## src/logic/branch_exec_pkg.sv

```systemverilog
`default_nettype none
package branch_exec_pkg;

	// Bit positions inside the 16-bit flags word
	localparam int unsigned FLAG_CARRY = 0;
	localparam int unsigned FLAG_ZERO = 6;
	localparam int unsigned FLAG_TRAP = 8;
	localparam int unsigned FLAG_INTEN = 9;
	localparam int unsigned FLAG_OVF = 11;

	// Fixed pointer words of the overflow trap (type 4 times four)
	localparam logic [15:0] TRAP_OFS_ADDR = 16'h0010;
	localparam logic [15:0] TRAP_CS_ADDR = 16'h0012;

	// One stack word is two bytes
	localparam logic [15:0] STACK_STEP = 16'h0002;

	// Values after reset
	localparam logic [15:0] RESET_WORD = 16'h0000;

	// Instruction kinds; the aliases of each branch share one kind
	typedef enum logic [2:0] {
		OP_NONE,
		OP_INTERRUPT_ON_OVERFLOW,
		OP_INTERRUPT_RETURN,
		OP_BRANCH_IF_ABOVE,
		OP_BRANCH_IF_ABOVE_OR_EQUAL,
		OP_BRANCH_IF_BELOW,
		OP_BRANCH_IF_BELOW_OR_EQUAL
	} op_t;

	// Sequencer states
	typedef enum logic [3:0] {
		ST_IDLE,
		ST_PUSH_FLAGS,
		ST_PUSH_CS,
		ST_LOAD_CS,
		ST_PUSH_PTR,
		ST_LOAD_PTR,
		ST_POP_PTR,
		ST_POP_CS,
		ST_POP_FLAGS
	} exec_state_t;

	// Architectural words the block reads and returns
	typedef struct packed {
		logic [15:0] iptr;
		logic [15:0] cs;
		logic [15:0] sptr;
		logic [15:0] flags;
	} arch_t;

	// One decoded instruction handed over by decode
	typedef struct packed {
		op_t op;
		logic [7:0] disp;
		arch_t arch;
	} exec_req_t;

	// Sign extension of a short displacement
	function automatic logic [15:0] sext8(input logic [7:0] v);
		return {{8{v[7]}}, v};
	endfunction

endpackage
`default_nettype wire

```

## src/logic/short_target_adder.sv

```systemverilog
`timescale 1ns/1ps
`default_nettype none
// Branch target: following address plus sign-extended displacement
module short_target_adder (
	input wire logic [15:0] base,
	input wire logic [7:0] disp,
	output logic [15:0] target
);

	// Wraps modulo 64K like the real pointer
	assign target = base + branch_exec_pkg::sext8(disp);

endmodule
`default_nettype wire

```

## src/logic/branch_condition.sv

```systemverilog
`timescale 1ns/1ps
`default_nettype none
// Carry/zero condition of the short branches
module branch_condition (
	input wire branch_exec_pkg::op_t op,
	input wire logic [15:0] flags,
	output logic taken
);

	logic carry;
	logic zero;

	// Pick the two flags the conditions look at
	assign carry = flags[branch_exec_pkg::FLAG_CARRY];
	assign zero = flags[branch_exec_pkg::FLAG_ZERO];

	// Kinds that are not branches are never taken
	always_comb
	begin
		case (op)
			branch_exec_pkg::OP_BRANCH_IF_ABOVE: taken = !carry || !zero;
			branch_exec_pkg::OP_BRANCH_IF_ABOVE_OR_EQUAL: taken = !carry;
			branch_exec_pkg::OP_BRANCH_IF_BELOW: taken = carry;
			branch_exec_pkg::OP_BRANCH_IF_BELOW_OR_EQUAL: taken = carry || zero;
			default: taken = 1'b0;
		endcase
	end

endmodule
`default_nettype wire

```

## src/logic/branch_and_interrupt_exec.sv

```systemverilog
// What this block does
// - Overflow trap with overflow flag clear just completes; no stack traffic.
// - Overflow flag set: trap is type 4, pointer fetched at 10H.
// - Taken trap clears trap and interrupt-enable flags after flags are saved.
// - Push flags, push code segment, load it from 12H, push pointer, load it from 10H.
// - Return pops instruction pointer, code segment, flags; each pop reads then adds two.
// - Return replaces every flag; exits any interrupt procedure.
// - Taken short branch adds sign-extended 8-bit displacement to instruction pointer.
// - Branch-if-above taken when carry clear or zero clear.
// - Branch-if-above-or-equal taken exactly when carry clear.
// - Branch-if-below and branch-if-carry-set taken exactly when carry set.
// - Branch-if-below-or-equal taken when carry set or zero set.
// - Short branches leave every flag unchanged.
`timescale 1ns/1ps
`default_nettype none
module branch_and_interrupt_exec (
	input wire logic clk,
	input wire logic nrst,
	input wire logic start,
	input wire branch_exec_pkg::exec_req_t req,
	output logic ready,
	output logic done,
	output logic taken,
	output branch_exec_pkg::arch_t result,
	output logic mem_req,
	output logic mem_we,
	output logic mem_abs,
	output logic [15:0] mem_addr,
	output logic [15:0] mem_wdata,
	input wire logic [15:0] mem_rdata,
	input wire logic mem_ack
);

	branch_exec_pkg::exec_state_t st_q, st_d;
	branch_exec_pkg::arch_t arch_q, arch_d;
	logic ready_q, ready_d;
	logic done_q, done_d;
	logic taken_q, taken_d;
	logic req_q, req_d;
	logic we_q, we_d;
	logic abs_q, abs_d;
	logic [15:0] addr_q, addr_d;
	logic [15:0] wdata_q, wdata_d;
	logic [15:0] target;
	logic cond_taken;
	logic accept;

	// Target and condition come from the incoming request, so a branch finishes in one cycle
	short_target_adder i_short_target_adder (
		.base(req.arch.iptr),
		.disp(req.disp),
		.target(target)
	);

	branch_condition i_branch_condition (
		.op(req.op),
		.flags(req.arch.flags),
		.taken(cond_taken)
	);

	// A request is only looked at while idle; start while busy is dropped
	assign accept = start && ready_q;

	// Sequencer: one memory word per state, request held until acknowledged
	always_comb
	begin
		st_d = st_q;
		arch_d = arch_q;
		done_d = 1'b0;
		taken_d = taken_q;
		req_d = req_q;
		we_d = we_q;
		abs_d = abs_q;
		addr_d = addr_q;
		wdata_d = wdata_q;
		case (st_q)
			branch_exec_pkg::ST_IDLE:
			begin
				if (accept)
				begin
					arch_d = req.arch;
					case (req.op)
						branch_exec_pkg::OP_INTERRUPT_ON_OVERFLOW:
						begin
							taken_d = req.arch.flags[branch_exec_pkg::FLAG_OVF];
							if (req.arch.flags[branch_exec_pkg::FLAG_OVF])
								st_d = branch_exec_pkg::ST_PUSH_FLAGS;
							else
								done_d = 1'b1;
						end
						branch_exec_pkg::OP_INTERRUPT_RETURN:
						begin
							taken_d = 1'b1;
							st_d = branch_exec_pkg::ST_POP_PTR;
						end
						branch_exec_pkg::OP_BRANCH_IF_ABOVE,
						branch_exec_pkg::OP_BRANCH_IF_ABOVE_OR_EQUAL,
						branch_exec_pkg::OP_BRANCH_IF_BELOW,
						branch_exec_pkg::OP_BRANCH_IF_BELOW_OR_EQUAL:
						begin
							// Flags pass through untouched either way
							taken_d = cond_taken;
							if (cond_taken)
								arch_d.iptr = target;
							done_d = 1'b1;
						end
						default:
						begin
							taken_d = 1'b0;
							done_d = 1'b1;
						end
					endcase
				end
			end
			branch_exec_pkg::ST_PUSH_FLAGS:
			begin
				if (!req_q)
				begin
					arch_d.sptr = arch_q.sptr - branch_exec_pkg::STACK_STEP;
					req_d = 1'b1;
					we_d = 1'b1;
					abs_d = 1'b0;
					addr_d = arch_q.sptr - branch_exec_pkg::STACK_STEP;
					wdata_d = arch_q.flags;
				end
				else if (mem_ack)
				begin
					// Cleared only once the old word is safely on the stack
					req_d = 1'b0;
					arch_d.flags[branch_exec_pkg::FLAG_TRAP] = 1'b0;
					arch_d.flags[branch_exec_pkg::FLAG_INTEN] = 1'b0;
					st_d = branch_exec_pkg::ST_PUSH_CS;
				end
			end
			branch_exec_pkg::ST_PUSH_CS:
			begin
				if (!req_q)
				begin
					arch_d.sptr = arch_q.sptr - branch_exec_pkg::STACK_STEP;
					req_d = 1'b1;
					we_d = 1'b1;
					abs_d = 1'b0;
					addr_d = arch_q.sptr - branch_exec_pkg::STACK_STEP;
					wdata_d = arch_q.cs;
				end
				else if (mem_ack)
				begin
					req_d = 1'b0;
					st_d = branch_exec_pkg::ST_LOAD_CS;
				end
			end
			branch_exec_pkg::ST_LOAD_CS:
			begin
				if (!req_q)
				begin
					req_d = 1'b1;
					we_d = 1'b0;
					abs_d = 1'b1;
					addr_d = branch_exec_pkg::TRAP_CS_ADDR;
				end
				else if (mem_ack)
				begin
					req_d = 1'b0;
					arch_d.cs = mem_rdata;
					st_d = branch_exec_pkg::ST_PUSH_PTR;
				end
			end
			branch_exec_pkg::ST_PUSH_PTR:
			begin
				if (!req_q)
				begin
					arch_d.sptr = arch_q.sptr - branch_exec_pkg::STACK_STEP;
					req_d = 1'b1;
					we_d = 1'b1;
					abs_d = 1'b0;
					addr_d = arch_q.sptr - branch_exec_pkg::STACK_STEP;
					wdata_d = arch_q.iptr;
				end
				else if (mem_ack)
				begin
					req_d = 1'b0;
					st_d = branch_exec_pkg::ST_LOAD_PTR;
				end
			end
			branch_exec_pkg::ST_LOAD_PTR:
			begin
				if (!req_q)
				begin
					req_d = 1'b1;
					we_d = 1'b0;
					abs_d = 1'b1;
					addr_d = branch_exec_pkg::TRAP_OFS_ADDR;
				end
				else if (mem_ack)
				begin
					req_d = 1'b0;
					arch_d.iptr = mem_rdata;
					done_d = 1'b1;
					st_d = branch_exec_pkg::ST_IDLE;
				end
			end
			branch_exec_pkg::ST_POP_PTR,
			branch_exec_pkg::ST_POP_CS,
			branch_exec_pkg::ST_POP_FLAGS:
			begin
				// Read at the pointer first, bump it only after the word arrives
				if (!req_q)
				begin
					req_d = 1'b1;
					we_d = 1'b0;
					abs_d = 1'b0;
					addr_d = arch_q.sptr;
				end
				else if (mem_ack)
				begin
					req_d = 1'b0;
					arch_d.sptr = arch_q.sptr + branch_exec_pkg::STACK_STEP;
					if (st_q == branch_exec_pkg::ST_POP_PTR)
					begin
						arch_d.iptr = mem_rdata;
						st_d = branch_exec_pkg::ST_POP_CS;
					end
					else if (st_q == branch_exec_pkg::ST_POP_CS)
					begin
						arch_d.cs = mem_rdata;
						st_d = branch_exec_pkg::ST_POP_FLAGS;
					end
					else
					begin
						arch_d.flags = mem_rdata;
						done_d = 1'b1;
						st_d = branch_exec_pkg::ST_IDLE;
					end
				end
			end
			default:
			begin
				req_d = 1'b0;
				st_d = branch_exec_pkg::ST_IDLE;
			end
		endcase
		ready_d = (st_d == branch_exec_pkg::ST_IDLE);
	end

	// State registers only
	always_ff @(posedge clk or negedge nrst)
	begin
		if (!nrst)
		begin
			st_q <= branch_exec_pkg::ST_IDLE;
			arch_q <= {4{branch_exec_pkg::RESET_WORD}};
			ready_q <= 1'b1;
			done_q <= 1'b0;
			taken_q <= 1'b0;
			req_q <= 1'b0;
			we_q <= 1'b0;
			abs_q <= 1'b0;
			addr_q <= branch_exec_pkg::RESET_WORD;
			wdata_q <= branch_exec_pkg::RESET_WORD;
		end
		else
		begin
			st_q <= st_d;
			arch_q <= arch_d;
			ready_q <= ready_d;
			done_q <= done_d;
			taken_q <= taken_d;
			req_q <= req_d;
			we_q <= we_d;
			abs_q <= abs_d;
			addr_q <= addr_d;
			wdata_q <= wdata_d;
		end
	end

	// Every output is a flop
	assign ready = ready_q;
	assign done = done_q;
	assign taken = taken_q;
	assign result = arch_q;
	assign mem_req = req_q;
	assign mem_we = we_q;
	assign mem_abs = abs_q;
	assign mem_addr = addr_q;
	assign mem_wdata = wdata_q;

	logic start_trap, start_ret, start_br;
	assign start_trap = accept && req.op == branch_exec_pkg::OP_INTERRUPT_ON_OVERFLOW;
	assign start_ret = accept && req.op == branch_exec_pkg::OP_INTERRUPT_RETURN;
	assign start_br = accept && (req.op == branch_exec_pkg::OP_BRANCH_IF_ABOVE
		|| req.op == branch_exec_pkg::OP_BRANCH_IF_ABOVE_OR_EQUAL
		|| req.op == branch_exec_pkg::OP_BRANCH_IF_BELOW
		|| req.op == branch_exec_pkg::OP_BRANCH_IF_BELOW_OR_EQUAL);
endmodule
`default_nettype wire

```

## config.mk

```make
export PLATFORM = sky130hd
export DESIGN_NAME = branch_and_interrupt_exec
export DESIGN_NICKNAME = d
export VERILOG_FILES = /design/src/logic/branch_exec_pkg.sv /design/src/logic/short_target_adder.sv /design/src/logic/branch_condition.sv /design/src/logic/branch_and_interrupt_exec.sv
export SDC_FILE = /design/constraint.sdc
export NUM_CORES = 1
export LEC_CHECK = 0
export BUFFER_PORTS_ARGS = -buffer_cell sky130_fd_sc_hd__buf_2
export CORE_MARGIN = 3
export CORE_UTILIZATION = 53
export DETAILED_ROUTE_END_ITERATION = 7
export PLACE_DENSITY = 0.82
export SLEW_MARGIN = 20
export SYNTH_ARGS = -nofsm -noshare
export SYNTH_HDL_FRONTEND = slang
export SYNTH_SLANG_ARGS = --single-unit
export TNS_END_PERCENT = 30
```

## constraint.sdc

```tcl
create_clock -name clk -period 2.8 [get_ports clk]
set_clock_uncertainty 0.15 [all_clocks]
set_input_delay 0.56 -clock clk [delete_from_list [all_inputs] [get_ports clk]]
set_output_delay 0.56 -clock clk [all_outputs]
set_load 0.005 [all_outputs]
```

; Word-level counts from Yosys, hierarchy flattened
; Index checks and enable logic that the tools add are counted.
[op_classes]
reduce_logical = 33
mux = 66
n_eq_ne = 37
add_sub_neg = 3
[op_table]
columns = cell, count
row1 = $mux 16, 16
row2 = $mux 64, 3
row3 = $pmux 16 s3, 4
row4 = $mux 4, 16
row5 = $pmux 16 s4, 1
row6 = $ne 2x2->1 const B, 23
row7 = $pmux 4 s7, 1
row8 = $add 16x16->16, 1
row9 = $add 16x2->16 const B, 1
row10 = $eq 4x3->1 const B, 4
row11 = $pmux 8 s2, 1
row12 = $reduce_and 8->1, 2
row13 = $sub 16x2->16 const B, 1
row14 = $reduce_bool 3->1, 5
row15 = $mux 1, 12
row16 = $pmux 6 s2, 1
row17 = $reduce_and 5->1, 2
row18 = $eq 3x3->1 const B, 3
row19 = $eq 4x2->1 const B, 2
row20 = $logic_not 4->1, 2
row21 = $pmux 1 s2, 4
row22 = $pmux 4 s2, 1
row23 = $reduce_or 8->1, 1
row24 = $reduce_and 7->1, 1
row25 = other kinds (22), 31
[totals]
in_bits = 95
ff_bits = 106
elab_cells = 153
output_inout_bits = 102

; Logic depth before layout (Yosys ltp)
[depth]
ltp_word = 7
ltp_mapped = 10
mapped_depth_nobuf = 8

; By module
; Synthesis repeated with hierarchy kept, for this count alone.
[hier_totals]
hier_cells = 807
hier_area_um2 = 7101.8
[modules_own_cells]
columns = mod, cells_each, instances, area_each_um2, seq_area_each_um2
row1 = branch_and_interrupt_exec, 699, 1, 6287.3, 2653.8
row2 = short_target_adder, 102, 1, 769.5, 0.0
row3 = branch_condition, 6, 1, 45.0, 0.0

; Worst setup path after synthesis
; No wires, ideal clock.
[synth_path]
path_type = input to register
startpoint = input req[53] (netlist name)
endpoint = register arch_q, in the netlist result[63]
t_arrival_ns = 2.381
required_time_ns = 2.562
n_path_buf = 0
setup_ns = 0.088
stages = 7
path_slack_ns = 0.180
cell_sequence = ha_1 -> or3_1 -> a311o_1 -> a311oi_2 -> a211oi_1 -> or3_1 -> a41oi_1
[synth_between]
elab_chain_len = 5
[synth_lines]
columns = element, line
row1 = from (decl), branch_and_interrupt_exec.sv:20  ; input wire branch_exec_pkg::exec_req_t req,
row2 = $add 16x16->16, short_target_adder.sv:11  ; assign target = base + branch_exec_pkg::sext8(disp);
row3 = $mux 16, branch_and_interrupt_exec.sv:103  ; if (cond_taken)
row4 = $mux 16, branch_and_interrupt_exec.sv:82  ; case (req.op)
row5 = $mux 64, branch_and_interrupt_exec.sv:79  ; if (accept)
row6 = $pmux 16 s3, branch_and_interrupt_exec.sv:76  ; case (st_q)
row7 = to (signal assigned), branch_and_interrupt_exec.sv:251  ; arch_q <= {4{branch_exec_pkg::RESET_WORD}};
row8 = to (signal assigned), branch_and_interrupt_exec.sv:264  ; arch_q <= arch_d;
row9 = to (decl), branch_and_interrupt_exec.sv:35  ; branch_exec_pkg::arch_t arch_q, arch_d;
; No other way between the ends. The select of a mux whose other input is x is not followed.
; A chain may end at the register's enable or synchronous reset.

; Final worst setup path
[layout_path]
startpoint = register arch_q, in the netlist result[17]
endpoint = register addr_q[15] (netlist: mem_addr[15])
[layout_between]
elab_chain_len = 3
[layout_lines]
columns = element, line
row1 = $sub 16x2->16, "branch_and_interrupt_exec.sv:123, branch_and_interrupt_exec.sv:143, branch_and_interrupt_exec.sv:176"
row2 = $mux 16, "branch_and_interrupt_exec.sv:117, branch_and_interrupt_exec.sv:137, branch_and_interrupt_exec.sv:170"
row3 = $pmux 16 s4, branch_and_interrupt_exec.sv:76
row4 = to (signal assigned), branch_and_interrupt_exec.sv:258  ; addr_q <= branch_exec_pkg::RESET_WORD;
row5 = to (signal assigned), branch_and_interrupt_exec.sv:271  ; addr_q <= addr_d;
row6 = to (decl), branch_and_interrupt_exec.sv:42  ; logic [15:0] addr_q, addr_d;
; No other way between the ends. The select of a mux whose other input is x is not followed.

==> run metrics <==
post-place setup slack=-22.9 ps; CTS root buffer=clkbuf_16; slowest stage delay, CP=600 ps; family with the most delay on the worst path=simple AND/OR/NAND/NOR gates; max-slew violations=0; Worst R2R Start=result[17]; placed insts=1157; DRC=0; Setup Buffers After CTS=0; average routed wire per standard cell=18.2 um; Max VDD drop=0.502 mV; CTS tree=yes; first-pass GRT wire length=34.4 mm; largest net degree at the start of global routing=39; drt pass-1 iters=7; design area=0.00837 mm^2; total number of vias=7088; layout cells sized above 1=0.281; CP endpoint kind=flip-flop; CP startpoint=result[17]; Num CTS Buffers=9; die width=118 um; CP max-delay cell=or4b_1; DRT Wirelength=21.4 mm; sequential share of the synthesized area=0.397; Arrival @ worst endpoint=2610 ps; Final WS setup=272 ps; worst-path cell chain=inv_1 > ha_1 > or4b_1 > nor4_1 > xnor2_1 > nor2_1 > a21o_1 > a22o_1; Worst-Margin Slew=730 ps; routability cong.=0.960; main flop type after synthesis=dfrtp_1; synthesized flop and latch total=106; # rows=40; final worst hold slack=275 ps; Die ar.=0.0140 mm^2; core area=0.0122 mm^2; highest clock rate=0.396 GHz; antenna-violating nets left=0; Warnings, synthesis=0; number of global-route vias before repair=6651; WP buf/inv=1; Bufs on Longest Clock Path=2; Final min period=2530 ps; P_leak=3.94 nW; Worst Path Max Fanout=6; Starting Density=0.550; ys async rst share=1.00; post-DP HPWL=16.4 mm; RSZ-0062 raised after global routing=no; final worst-path cycle share=0.903; Post-synth EDFFs=0; fin nets=1114; initial antenna violation count=1; IO Pins=197; H-tree depth=3; register clock-pin slew on the reported worst setup and hold paths=70 ps; Core Util, Final=0.688; Vias per Instance=6.03; Hold Startpoint=req[16]; Clock Latency Late Sink=350 ps; CP required=2890 ps; placed instance area=0.00806 mm^2; port bufs=196; die height=118 um; non-filler instance count after layout=1176; crit path kind=flip-flop to flip-flop; Final Hold Vio Count=0; Finish-stage setup viols=0; Startpoint Class=flip-flop; Synth cell types=64; final setup TNS=0 ps; Hold WC Path Type=input pin to flip-flop; Mapped Nets=914; Synth Cell Area=0.00669 mm^2; clock sink count=106; number of DRC markers in iteration 0=685; Syn-to-layout area delta=25.1%; Gate Count Post-Synth=801; Worst slew margin=0.513; MaxCap Viol Count=0; Mean Syn Cell Area=8.35 um^2; status=complete, no violations; total power=9.25 mW; power per cell area=1100 mW/mm^2; GRT Util Overall=0.303; GRT overflow=0
-- cell usage in the layout, fill, tap and decap left out, drive strengths merged, types with 6 or more instances in the layout --
| master | count |
|---|---|
| dfrtp | 105 |
| a22oi | 24 |
| ha | 17 |
| nor3 | 21 |
| a31oi | 37 |
| nand3 | 13 |
| xnor2 | 15 |
| nand2 | 114 |
| mux2i | 20 |
| a211oi | 16 |
| o21ai | 68 |
| inv | 15 |
| and3 | 10 |
| a21o | 15 |
| nor2 | 88 |
| nand2b | 8 |
| nor4 | 12 |
| o211ai | 6 |
| buf | 247 |
| o22ai | 12 |
| xor2 | 6 |
| a221oi | 11 |
| clkbuf | 12 |
| a22o | 8 |
| a21oi | 43 |
-- worst register-to-register path, stage by stage (launching register included) --
cell	delay (ps)
dfrtp_1	380
inv_1	70
ha_1	250
or4b_1	600
nor4_1	370
xnor2_1	160
nor2_1	70
a21o_1	170
a22o_1	190
-- area by class of cell --
type	count	area, um^2
antenna	2	5.00
clock buffer	12	246
clock inverter	4	51.3
fill	1025	3790
inverter	15	56.3
multi-input combinational	621	3760
sequential	106	2650
tap	168	210
timing repair buffer	248	1390
-- synthesized netlist by cell type (3+ instances only) --
cell / instances / area, um^2
a211oi_1: 15 / 113
a21o_1: 15 / 113
a21oi_1: 43 / 215
a221o_1: 3 / 30.0
a221oi_1: 10 / 87.6
a22o_1: 8 / 70.1
a22oi_1: 24 / 180
a31oi_1: 37 / 231
a41oi_1: 3 / 26.3
and2_1: 3 / 18.8
and3_1: 10 / 62.6
buf_2: 15 / 75.1
buf_4: 4 / 30.0
clkbuf_1: 38 / 143
dfrtp_1: 105 / 2630
ha_1: 17 / 213
inv_1: 15 / 56.3
mux2i_1: 20 / 200
nand2_1: 114 / 428
nand2b_1: 8 / 50.1
nand3_1: 13 / 65.1
nand4_1: 5 / 31.3
nor2_1: 88 / 330
nor2b_1: 3 / 18.8
nor3_1: 20 / 100
nor4_1: 12 / 75.1
o211ai_1: 6 / 45.0
o21a_1: 5 / 37.5
o21ai_0: 64 / 320
o21bai_1: 3 / 22.5
o22ai_1: 12 / 75.1
xnor2_1: 15 / 131
xor2_1: 6 / 52.6
-- timing repair --
action / CTS / global route
hold buffers: 1 / 0
resized for setup: 0 / 0
endpoints found under the hold margin: 6 / 0
-- cells by family after synthesis --
family,Yosys count,share of synthesized area
compound gates,272,0.268
xor+xnor,21,0.0275
fa+ha+maj,18,0.0348
buf+inv,74,0.0466
flops,106,0.397
mux,22,0.0333
simple gates,288,0.193
-- layer usage --
layer  global-route usage  share of wire
met3               0.0431          0.078
met1                0.443           0.45
met5                    0              0
met2                0.457           0.44
met4                0.115          0.031
-- state kept, by name (all words and copies together) (netlist names) --
signal / cells
st_q: 4
mem_we: 1
taken: 1
ready: 1
result: 64
mem_wdata: 16
done: 1
mem_addr: 16
mem_abs: 1
mem_req: 1
-- power breakdown --
part / leakage [nW] / internal [mW] / switching [mW] / total, mW
clock network: 0.143 / 0.719 / 0.564 / 1.28
registers: 1.27 / 2.27 / 0.654 / 2.92
logic: 2.53 / 2.10 / 2.94 / 5.04
total: 3.94 / 5.09 / 4.16 / 9.25
-- path summary, 6_finish.rpt --
| path | to | slack [ps] | cells after the start |
|---|---|---|---|
| min in group asynchronous | mem_addr[7] | 550 | 2 |
| worst min register to register | mem_we | 330 | 1 |
| worst max-delay path | mem_addr[15] | 270 | 8 |
| worst min-delay path | result[16] | 280 | 3 |
| max in group asynchronous | ready | 1310 | 3 |
| worst max register to register | mem_addr[15] | 270 | 8 |
(Power assumes the default switching activity.)
